<file path="config.mk">
export PLATFORM = sky130hd
export DESIGN_NAME = sic_stepper_indexer_control
export DESIGN_NICKNAME = d
export VERILOG_FILES = /design/src/hw/sic_pkg.sv /design/src/hw/sic_wave_table.sv /design/src/hw/sic_stepper_indexer_control.sv
export SDC_FILE = /design/constraint.sdc
export NUM_CORES = 1
export LEC_CHECK = 0
export CAP_MARGIN = 40
export CORE_MARGIN = 3
export CORE_UTILIZATION = 45
export DETAILED_ROUTE_END_ITERATION = 10
export DONT_BUFFER_PORTS = 1
export SETUP_SLACK_MARGIN = 0.3
export SLEW_MARGIN = 25
export SYNTH_ARGS = -nofsm -noshare
export SYNTH_HDL_FRONTEND = slang
export SYNTH_SLANG_ARGS = --single-unit
</file>
<file path="constraint.sdc">
create_clock -name core_clk -period 4.8 [get_ports core_clk]
set_input_delay 0.24 -clock core_clk [delete_from_list [all_inputs] [get_ports core_clk]]
set_output_delay 0.24 -clock core_clk [all_outputs]
set_load 0.005 [all_outputs]
</file>
<file path="src/hw/sic_pkg.sv">
// Shared constants and types for the stepper indexer control block
package sic_pkg;

   // Core clock rate
   localparam int unsigned CLK_HZ        = 100_000_000;
   // Overcurrent qualification time, nanoseconds
   localparam int unsigned OCP_QUAL_NS   = 3000;
   // Same time in core clock cycles, rounded up
   localparam int unsigned OCP_QUAL_CYC  =
      (OCP_QUAL_NS * (CLK_HZ / 1_000_000) + 999) / 1000;

   // Indexer position width and table length
   localparam int unsigned POS_W         = 7;
   localparam int unsigned TABLE_LEN     = 128;
   // Home position: fine state 16, 45 degrees
   localparam logic [6:0]  HOME_POS      = 7'h10;

   // Resolution select codes on the mode inputs
   localparam logic [2:0]  MODE_FULL     = 3'h0;
   localparam logic [2:0]  MODE_HALF     = 3'h1;
   localparam logic [2:0]  MODE_QUARTER  = 3'h2;
   localparam logic [2:0]  MODE_EIGHTH   = 3'h3;
   localparam logic [2:0]  MODE_SIXTEENTH = 3'h4;

   // Fine states skipped per step edge at each resolution
   localparam logic [6:0]  INC_FULL      = 7'h20;
   localparam logic [6:0]  INC_HALF      = 7'h10;
   localparam logic [6:0]  INC_QUARTER   = 7'h08;
   localparam logic [6:0]  INC_EIGHTH    = 7'h04;
   localparam logic [6:0]  INC_SIXTEENTH = 7'h02;
   localparam logic [6:0]  INC_FINE      = 7'h01;

   // Power and operating mode of the block
   typedef enum logic [1:0] {
      SIC_PM_OFF   = 2'b00,
      SIC_PM_SLEEP = 2'b01,
      SIC_PM_IDLE  = 2'b10,
      SIC_PM_RUN   = 2'b11
   } sic_pm_t;

   // Pin inputs from the motion controller and analog monitors
   typedef struct packed {
      logic       clear_n;   // clear_in_n
      logic       enable_n;  // output_enable_n
      logic       sleep_n;   // sleep_in_n
      logic       step;      // step edge input
      logic       dir;       // direction level
      logic [2:0] mode;      // resolution select
      logic       overcurrent_trip;       // overcurrent_trip, any transistor
      logic       thermal_trip;       // thermal_trip
      logic       supply_low_lockout;      // supply_low_lockout
   } sic_pins_t;

   // Power stage controls
   typedef struct packed {
      logic bridge_en;  // both bridges driving
      logic out_hiz;    // outputs floated
      logic pump_en;    // charge pump running
      logic aux_en;     // aux_regulator_out enabled
      logic clk_run;    // internal clocks running
   } sic_pwr_t;

   // Winding current targets, percent of full scale
   typedef struct packed {
      logic signed [7:0] cur_a;
      logic signed [7:0] cur_b;
   } sic_cur_t;

   // Values after reset
   localparam sic_pins_t PINS_RST = '0;
   // Bridges off in reset, so the outputs float as well
   localparam sic_pwr_t  PWR_RST  = '{bridge_en: 1'b0, out_hiz: 1'b1, pump_en: 1'b0,
                                      aux_en: 1'b0, clk_run: 1'b0};

endpackage : sic_pkg

</file>
<file path="src/hw/sic_wave_table.sv">
// Winding current lookup for one indexer position
`timescale 1ns/1ps
module sic_wave_table (
   input  wire logic [6:0]    pos,
   output sic_pkg::sic_cur_t  cur
);

   // Quarter wave magnitude, 0 to 32 fine states
   function automatic logic [7:0] quarter_mag(input logic [5:0] r);
      logic [7:0] m;
      m = 8'h00;
      case (r)
         6'h00, 6'h01, 6'h02: m = 8'h64;
         6'h03: m = 8'h63;
         6'h04: m = 8'h62;
         6'h05: m = 8'h61;
         6'h06: m = 8'h60;
         6'h07: m = 8'h5e;
         6'h08: m = 8'h5c;
         6'h09: m = 8'h5a;
         6'h0a: m = 8'h58;
         6'h0b: m = 8'h56;
         6'h0c: m = 8'h53;
         6'h0d: m = 8'h50;
         6'h0e: m = 8'h4d;
         6'h0f: m = 8'h4a;
         6'h10: m = 8'h47;
         6'h11: m = 8'h43;
         6'h12: m = 8'h3f;
         6'h13: m = 8'h3c;
         6'h14: m = 8'h38;
         6'h15: m = 8'h33;
         6'h16: m = 8'h2f;
         6'h17: m = 8'h2b;
         6'h18: m = 8'h26;
         6'h19: m = 8'h22;
         6'h1a: m = 8'h1d;
         6'h1b: m = 8'h18;
         6'h1c: m = 8'h14;
         6'h1d: m = 8'h0f;
         6'h1e: m = 8'h0a;
         6'h1f: m = 8'h05;
         default: m = 8'h00;
      endcase
      return m;
   endfunction : quarter_mag

   // Signed cosine in percent, 128 states per electrical turn
   function automatic logic [7:0] cos_pct(input logic [6:0] k);
      logic [5:0] r;
      logic [5:0] rr;
      r  = {1'b0, k[4:0]};
      rr = 6'h20 - r;
      case (k[6:5])
         2'b00:   cos_pct = quarter_mag(r);
         2'b01:   cos_pct = 8'h00 - quarter_mag(rr);
         2'b10:   cos_pct = 8'h00 - quarter_mag(r);
         default: cos_pct = quarter_mag(rr);
      endcase
   endfunction : cos_pct

   // Winding A follows cosine, winding B sine
   always_comb begin
      cur.cur_a = cos_pct(pos);
      cur.cur_b = cos_pct(pos - 7'h20);
   end

endmodule : sic_wave_table

</file>
<file path="src/hw/sic_stepper_indexer_control.sv">
// Step/direction indexer, power control and fault handling of the driver
//
// Notes on behaviour
// Clear low resets logic, indexer home.
// Clear low: bridges off, steps ignored.
// Enable low: bridges on, steps accepted.
// Enable high: bridges off, outputs float.
// Sleep low: bridges, pump, regulator, clocks off.
// In sleep every other input ignored; here clear and lockout still act in sleep.
// Controller waits about 1 ms after sleep.
// Controller drives sleep and clear high.
// Long current limit: bridges off, fault low.
// Overcurrent shutdown latches until clear.
// Every short kind uses same shutdown.
// Thermal: bridges off, fault, self resume.
// Supply low: all off, logic reset.
// One table move per step edge.
// Direction level picks move direction.
// Mode pins pick full to 1/32.
// Table of 128 fine current states.
// Position wraps; coarse modes skip states.
// Fault released once its cause ends.
`timescale 1ns/1ps
module sic_stepper_indexer_control #(
   parameter int unsigned OCP_QUAL_CYC = sic_pkg::OCP_QUAL_CYC
) (
   input  wire logic               core_clk,
   input  wire logic               resetn,
   input  wire sic_pkg::sic_pins_t pins_in,
   output sic_pkg::sic_pwr_t       pwr_out,
   output sic_pkg::sic_cur_t       cur_out,
   output logic [6:0]              pos_out,
   output logic                    fault_out_n_o,
   output logic                    fault_out_n_oe
);

   // Width of the overcurrent qualification counter
   // Sized from the parameter so a short count in simulation still fits
   localparam int unsigned OCW = $clog2(OCP_QUAL_CYC + 1);
   // Last count before the trip is qualified
   localparam logic [OCW-1:0] OC_LAST = OCW'(OCP_QUAL_CYC - 1);
   // Pin group width for the synchroniser
   // Follows the pin struct, so adding a pin needs no edit here
   localparam int unsigned PW = $bits(sic_pkg::sic_pins_t);

   // Step increment for a resolution code
   // Coarse modes skip fine states, so every mode walks one table
   function automatic logic [6:0] step_inc(input logic [2:0] m);
      case (m)
         sic_pkg::MODE_FULL:      step_inc = sic_pkg::INC_FULL;
         sic_pkg::MODE_HALF:      step_inc = sic_pkg::INC_HALF;
         sic_pkg::MODE_QUARTER:   step_inc = sic_pkg::INC_QUARTER;
         sic_pkg::MODE_EIGHTH:    step_inc = sic_pkg::INC_EIGHTH;
         sic_pkg::MODE_SIXTEENTH: step_inc = sic_pkg::INC_SIXTEENTH;
         // Remaining codes all give 1/32
         default:                 step_inc = sic_pkg::INC_FINE;
      endcase
   endfunction : step_inc

   // Pin synchroniser
   // Every pin, step included, is asynchronous to core_clk; nothing
   // downstream reads a raw pin, at the price of two cycles of latency
   logic [PW-1:0]      meta_q;    // first stage, read only by second
   logic [PW-1:0]      sync_q;    // second stage, safe to use
   sic_pkg::sic_pins_t s;         // synchronised pin view

   // Two flops per pin; every input is asynchronous to the core clock
   // Reset values are all low, the idle level of step, so no false step edge
   generate
      for (genvar i = 0; i < PW; i++) begin : g_sync
         always_ff @(posedge core_clk or negedge resetn) begin
            if (!resetn) begin
               meta_q[i] <= sic_pkg::PINS_RST[i];
               sync_q[i] <= sic_pkg::PINS_RST[i];
            end else begin
               meta_q[i] <= pins_in[i];
               sync_q[i] <= meta_q[i];
            end
         end
      end
   endgenerate

   // Named view of the synchronised pins
   // Only this view is read below; meta_q feeds sync_q alone
   assign s = sic_pkg::sic_pins_t'(sync_q);

   // Operating mode
   // One decoded mode drives the indexer, the fault logic and the power
   // controls, though the fault freeze reads it one cycle late through pm_q
   sic_pkg::sic_pm_t pm_q;   // registered mode
   sic_pkg::sic_pm_t pm_d;   // mode from current pins

   // Decode the mode; supply lockout outranks everything
   // Clear and lockout win over sleep, sleep wins over enable
   always_comb begin
      // Defaults to run; every branch below overrides it
      pm_d = sic_pkg::SIC_PM_RUN;
      if (s.supply_low_lockout || !s.clear_n) begin
         // supply lockout resets
         // clear resets logic
         pm_d = sic_pkg::SIC_PM_OFF;
      end else if (!s.sleep_n) begin
         // enter low power
         pm_d = sic_pkg::SIC_PM_SLEEP;
      end else if (s.enable_n) begin
         // bridges held off
         pm_d = sic_pkg::SIC_PM_IDLE;
      end else begin
         // enabled and stepping
         pm_d = sic_pkg::SIC_PM_RUN;
      end
   end

   // Mode register
   // Read by the fault freeze, which acts once sleep has taken hold
   always_ff @(posedge core_clk or negedge resetn) begin
      if (!resetn) begin
         pm_q <= sic_pkg::SIC_PM_OFF;
      end else begin
         pm_q <= pm_d;
      end
   end

   // Indexer
   // Position counts fine states 0 to 127; the table state is the same
   // Position and edge state, with their next values
   logic [6:0] pos_q;        // fine table position
   logic [6:0] pos_d;
   logic       step_prev_q;  // step level last cycle
   logic       step_prev_d;
   logic       step_rise;    // recognised rising edge
   logic [6:0] inc;          // fine states per edge

   // Edge and increment decode
   // The edge flop resets low, the idle level of the step pin,
   // so releasing reset with the pin low shows no false edge
   always_comb begin
      // rising edge only
      step_rise = s.step && !step_prev_q;
      // resolution from mode pins
      inc       = step_inc(s.mode);
   end

   // Next position
   // A mode change acts from the next edge on; no realignment
   always_comb begin
      pos_d       = pos_q;
      // Tracked in every mode so a level held across sleep is no edge
      step_prev_d = s.step;
      case (pm_d)
         sic_pkg::SIC_PM_OFF: begin
            // home on clear or lockout
            pos_d = sic_pkg::HOME_POS;
         end
         sic_pkg::SIC_PM_RUN: begin
            if (step_rise) begin
               // Overcurrent and thermal faults stop the bridges, never the indexer
               // direction picks the sense
               // wraps modulo 128 by width
               if (s.dir) begin
                  pos_d = pos_q + inc;
               end else begin
                  pos_d = pos_q - inc;
               end
            end
         end
         // Idle and sleep hold the position as it stands
         // steps ignored otherwise
         default: pos_d = pos_q;
      endcase
   end

   // Indexer registers
   // Reset puts the position home, the same as a clear
   always_ff @(posedge core_clk or negedge resetn) begin
      if (!resetn) begin
         pos_q       <= sic_pkg::HOME_POS;
         step_prev_q <= 1'b0;
      end else begin
         pos_q       <= pos_d;
         step_prev_q <= step_prev_d;
      end
   end

   // current targets for the position
   // Fed the next position so the registered table output
   // lines up with pos_q in the same cycle
   sic_pkg::sic_cur_t cur_d;   // table output, unregistered

   sic_wave_table u_wave (
      .pos (pos_d),
      .cur (cur_d)
   );

   // Fault handling
   // Overcurrent is qualified and latched; thermal and lockout follow
   // their inputs, so only the overcurrent path holds state of its own
   // Overcurrent counter, latch and pin level
   logic [OCW-1:0] oc_cnt_q;    // cycles the limit has been active
   logic [OCW-1:0] oc_cnt_d;
   logic           oc_lat_q;    // latched overcurrent shutdown
   logic           oc_lat_d;
   logic           oc_set;      // qualification reached
   logic           fault_q;     // fault pin pulled low
   logic           fault_d;

   // Qualify the current limit, latch, and form the fault level
   // The count restarts whenever the limit drops for one cycle, and
   // clears outside run so idle or sleep never qualifies a trip
   always_comb begin
      // Defaults: count cleared, no trip
      oc_cnt_d = '0;
      oc_set   = 1'b0;
      // one trip input covers every short
      if (s.overcurrent_trip && pm_d == sic_pkg::SIC_PM_RUN && !oc_lat_q) begin
         if (oc_cnt_q == OC_LAST) begin
            // limit persisted too long
            oc_set   = 1'b1;
            // Count holds its last value for one cycle, then clears once the latch sets
            oc_cnt_d = oc_cnt_q;
         end else begin
            oc_cnt_d = oc_cnt_q + OCW'(1);
         end
      end
      // latch until clear; the clear beats a new trip
      // Lockout and clear both map to the off mode, so both release it
      oc_lat_d = oc_set || (oc_lat_q && pm_d != sic_pkg::SIC_PM_OFF);
      if (pm_q == sic_pkg::SIC_PM_SLEEP) begin
         // clocks halted, fault frozen
         fault_d = fault_q;
      end else if (s.supply_low_lockout) begin
         // all circuitry off, pin released
         // Limitation: a fault present at lockout is not reported
         fault_d = 1'b0;
      end else begin
         // Thermal never latches; the pin follows the sensor both ways
         // thermal follows its input
         // released when cause is gone
         fault_d = oc_lat_d || s.thermal_trip;
      end
   end

   // Fault registers
   // fault_q feeds the sleep freeze; the pin has a flop of its own
   always_ff @(posedge core_clk or negedge resetn) begin
      if (!resetn) begin
         oc_cnt_q <= '0;
         oc_lat_q <= 1'b0;
         fault_q  <= 1'b0;
      end else begin
         oc_cnt_q <= oc_cnt_d;
         oc_lat_q <= oc_lat_d;
         fault_q  <= fault_d;
      end
   end

   // Output stage
   // Every output but the tied-low fault data leaves from a flop, one cycle after decode
   sic_pkg::sic_pwr_t pwr_q;   // registered power controls
   sic_pkg::sic_pwr_t pwr_d;
   sic_pkg::sic_cur_t cur_q;   // registered current targets
   logic              fo_oe_q; // fault pin driven low
   logic              bridges_on;

   // Power stage controls from mode and faults
   always_comb begin
      // any of these keeps bridges off
      bridges_on = (pm_d == sic_pkg::SIC_PM_RUN) && !oc_lat_d && !s.thermal_trip;
      pwr_d.bridge_en = bridges_on;
      // out_hiz is the exact complement of bridge_en at all times
      // outputs float whenever not driving
      pwr_d.out_hiz   = !bridges_on;
      // Supplies keep running under clear and idle, so leaving
      // either needs no settle time
      // pump, regulator, clocks stop in sleep
      // R13 and under supply lockout
      pwr_d.pump_en   = (pm_d != sic_pkg::SIC_PM_SLEEP) && !s.supply_low_lockout;
      pwr_d.aux_en    = (pm_d != sic_pkg::SIC_PM_SLEEP) && !s.supply_low_lockout;
      pwr_d.clk_run   = (pm_d != sic_pkg::SIC_PM_SLEEP) && !s.supply_low_lockout;
   end

   // Output registers; every top output but fault_out_n_o leaves from a flop
   // cur_q resets to zero, not the home value: no winding current
   // is asked for until reset is released
   always_ff @(posedge core_clk or negedge resetn) begin
      if (!resetn) begin
         pwr_q   <= sic_pkg::PWR_RST;
         cur_q   <= '0;
         fo_oe_q <= 1'b0;
      end else begin
         pwr_q   <= pwr_d;
         cur_q   <= cur_d;
         fo_oe_q <= fault_d;
      end
   end

   // Open-drain fault pin: only ever pulls low
   // Data is tied low; the enable alone decides whether it pulls
   assign fault_out_n_o  = 1'b0;
   assign fault_out_n_oe = fo_oe_q;
   assign pwr_out        = pwr_q;
   assign cur_out        = cur_q;
   assign pos_out        = pos_q;

endmodule : sic_stepper_indexer_control

</file>
==> key figures <==
Pwr
  – P_leak: 2.26 nW
  – Flop pwr share: 0.400
  – PD cells: 268 nW/um2
  – Clk pwr share: 0.430
  – NetSw: 0.000365 W
  – Logic pwr share: 0.170
  – Cell Int Power: 0.00106 W
  – Sw Share: 0.257
  – Maximum vdd ir drop: 0.198 mV

Finish
  – Fill count: 724
  – Design Area, Final: 5300 um2
  – Net count reported at finish: 540
  – Non-Filler Instances: 631
  – Antenna Cells: 0
  – Share of cells above drive strength 1: 0.275
  – Area added between synthesis and finish: 24.0%

Timing
  – Fin crit share: 0.904
  – RSZ-0062 raised after global routing: no
  – Final number of setup-violating endpoints: 0
  – Pins Over Slew Limit: 0
  – Min setup slack post-route: 0.462 ns
  – Clk_skew: 0.00740 ns
  – Final Hold Fails: 0
  – Slew @ Worst Pin: 0.685 ns
  – F_max: 231 MHz
  – TNS Setup: 0 ns
  – Tmin final: 4.34 ns
  – Max-slew headroom: 0.543
  – Final hold slack: 0.344 ns

Route
  – Routed Antenna Nets: 0
  – DR top layer: met4
  – DRT iter0 DRCs: 210
  – Routed Wire Length: 10800 um
  – Met3 routed WL: 565 um
  – Vias per Instance: 5.81
  – Routed length per placed instance: 17.2 um
  – DRT met1 WL: 4800 um
  – Routed vias: 3663
  – Pre-antenna DRT Iters: 5
  – DRC viols: 0
  – DR WL met2: 5330 um

GRT
  – Pin count of the biggest net entering global routing: 63
  – GRT Total Usage: 0.206
  – GRT overflow: 0
  – Vias in the first global route: 3356
  – Initial antenna violation count: 0
  – Global-route wire length before repair: 17000 um

Logic synthesis
  – Top-area cell type share of the netlist area: 0.351
  – Post-synth cell types: 82
  – Most frequent cell after synthesis: dfrtp_1
  – Ranking of synthesized cells by area: dfrtp_1, ha_1, mux2i_1
  – Syn avg cell area: 9.38 um2
  – Synth cell count leaders: dfrtp_1, nand2_1, nor2_1
  – Synthesized flop and latch total: 62
  – Synthesized cell area: 4280 um2
  – Sequential share of the synthesized area: 0.363
  – Leading area contributor after synthesis: dfrtp_1
  – Post-Syn Nets: 496
  – Post-synth ARST share: 1.00
  – Syn Inst Count: 456
  – Post-synth EDFFs: 0
  – Yosys warns: 0
  – Prevailing post-synth register cell: dfrtp_1

Clock network
  – Clock Pin Slew Worst Setup and Hold Paths: 0.07 ns
  – Clk sinks: 62
  – Clk buf depth: 2
  – Clock root cell: clkbuf_8
  – Clk_lat worst skew: 0.34 ns
  – Cts bufs inserted: 9
  – H-tree levels: 3
  – CTS tree: yes

Setup path
  – CP max FO: 5
  – Critical path's top delay family: simple AND/OR/NAND/NOR gates
  – Critical Path Source Type: flop
  – CP required: 5.05 ns
  – Slowest cell on crit path: or4_4
  – CP Cell Sequence: o21a_1 > ha_2 > fa_2 > and2_2 > nor2_4 > ha_4 > o211ai_4 > nor2_8 > xnor2_4 > mux2_2 > mux4_2 > and2_4 > or4_4 > and4_4 > nor4_2
  – Max incr delay on CP: 0.54 ns
  – Setup crit end kind: flop
  – WP buf/inv: 0
  – Crit path kind: reg2reg
  – Worst EP arrival: 4.59 ns

Placed design
  – GP Congestion: 0.958
  – Area after DPL: 4480 um2
  – Placed cell count: 579
  – Number of port buffers: 0
  – Post-DP HPWL: 7640 um
  – Post-place setup slack: 0.106 ns

Die
  – Die span in x: 103 um
  – Die area: 10700 um2
  – Initial core utilization: 0.476
  – I/O pins: 43
  – Die extent in y: 103 um
  – Core area: 8980 um2
  – FP Rows: 34

Worst hold path
  – Min-Delay Path Class: reg2reg

Run
  – Max-cap violations: 0

Run status
  – Status: finished clean
[through the flow]
stage / util / total power (W)
2_1_floorplan: - / 0.000711
6_report: 0.591 / 0.00142
4_1_cts: 0.549 / 0.00139
3_3_place_gp: 0.499 / 0.000751
3_5_place_dp: 0.499 / 0.000754
5_1_grt: 0.591 / 0.00149
[flip-flops by register name, summed over array words and instances (netlist names)]
name / flops
cur_out: 16
fault_out_n_oe: 1
meta_q: 11
oc_cnt_q: 9
oc_lat_q: 1
pm_q: 2
pos_out: 7
pwr_out: 3
s: 10
step_prev_d: 1
step_prev_q: 1
[layer usage]
layer	GRT usage	vias to the layer above
li1	-	1752
met1	0.278	1776
met2	0.329	121
met3	0.0449	14
met4	0.0627	0
met5	0	-
[path summary, 6_finish.rpt]
check                           from          end  slack, ns  cells past startpoint
min reg2reg                meta_q[5]         s[5]       0.34                      0
min                        meta_q[5]         s[5]       0.34                      0
max reg2reg                     s[3]  cur_out[14]       0.46                     15
max in group asynchronous     resetn   pwr_out[3]       4.08                      2
max                             s[3]  cur_out[14]       0.46                     15
min in group asynchronous     resetn  oc_cnt_q[6]       0.42                      2
[worst reg2reg max path, stage by stage (launching register included)]
cell and delay (ns):
dfrtp_2 0.43, o21a_1 0.20, ha_2 0.19, fa_2 0.41
and2_2 0.21, nor2_4 0.19, ha_4 0.17, o211ai_4 0.09
nor2_8 0.20, xnor2_4 0.15, mux2_2 0.35, mux4_2 0.51
and2_4 0.19, or4_4 0.54, and4_4 0.20, nor4_2 0.22
[final cells by class]
| type | count | area, um2 | area share |
|---|---|---|---|
| Clock buffer | 10 | 128 | 0.0241 |
| Clock inverter | 6 | 134 | 0.0252 |
| Inverter | 24 | 93.8 | 0.0177 |
| Multi-Input combinational cell | 344 | 2720 | 0.513 |
| Sequential cell | 62 | 1560 | 0.294 |
| Tap cell | 126 | 158 | 0.0297 |
| Timing Repair Buffer | 59 | 510 | 0.0963 |
[layout by cell type, fill, tap and decap left out, types with 3 or more instances in the layout]
cell            n
dfrtp_1        56
buf_4          44
nand2_1        37
nor2_1         34
a21oi_1        24
o21ai_0        20
inv_1          18
nand3_1        18
ha_1           18
mux2i_1        15
dlygate4sd3_1  12
o31ai_1        10
xnor2_1         9
clkbuf_8        9
o211ai_1        7
nor3_1          7
a211oi_1        7
ha_4            7
o21a_1          6
xor2_1          6
inv_2           5
a31oi_1         5
nand2b_1        4
and2_2          4
and2_1          4
o2111ai_1       4
nor4_1          4
mux2_2          4
bufinv_16       4
dfrtp_2         4
nand2_2         3
a21boi_0        3
a31o_2          3
o22ai_1         3
[power by group through the flow]
| stage | sequential, W | clock (W) | combinational [W] |
|---|---|---|---|
| 2_1_floorplan | 0.000573 | 0 | 0.000138 |
| 4_1_cts | 0.000569 | 0.000627 | 0.000198 |
| 3_5_place_dp | 0.000579 | 0 | 0.000175 |
| 3_3_place_gp | 0.000578 | 0 | 0.000173 |
| 5_1_grt | 0.000573 | 0.000652 | 0.000267 |
| 6_report | 0.000568 | 0.000612 | 0.000242 |
[cell families after synthesis]
group,after synthesis,synth area share
mux,21,0.0570
flops,62,0.363
xor+xnor,19,0.0407
compound gates,125,0.207
other cells,1,0.000877
fa+ha+maj,28,0.0831
buf+inv,50,0.0588
simple gates,150,0.189
[what timing repair did]
action / 4_1_cts / 5_1_grt
resized for setup: 5 / 45
hold buffers: 13 / 0
setup endpoints to repair: 7 / 11
buffers inserted: 2 / 20
pin swaps: 1 / 11
cloned: 0 / 0
endpoints found under the hold margin: 73 / 0
No activity file was read; power rests on OpenSTA's default activity.
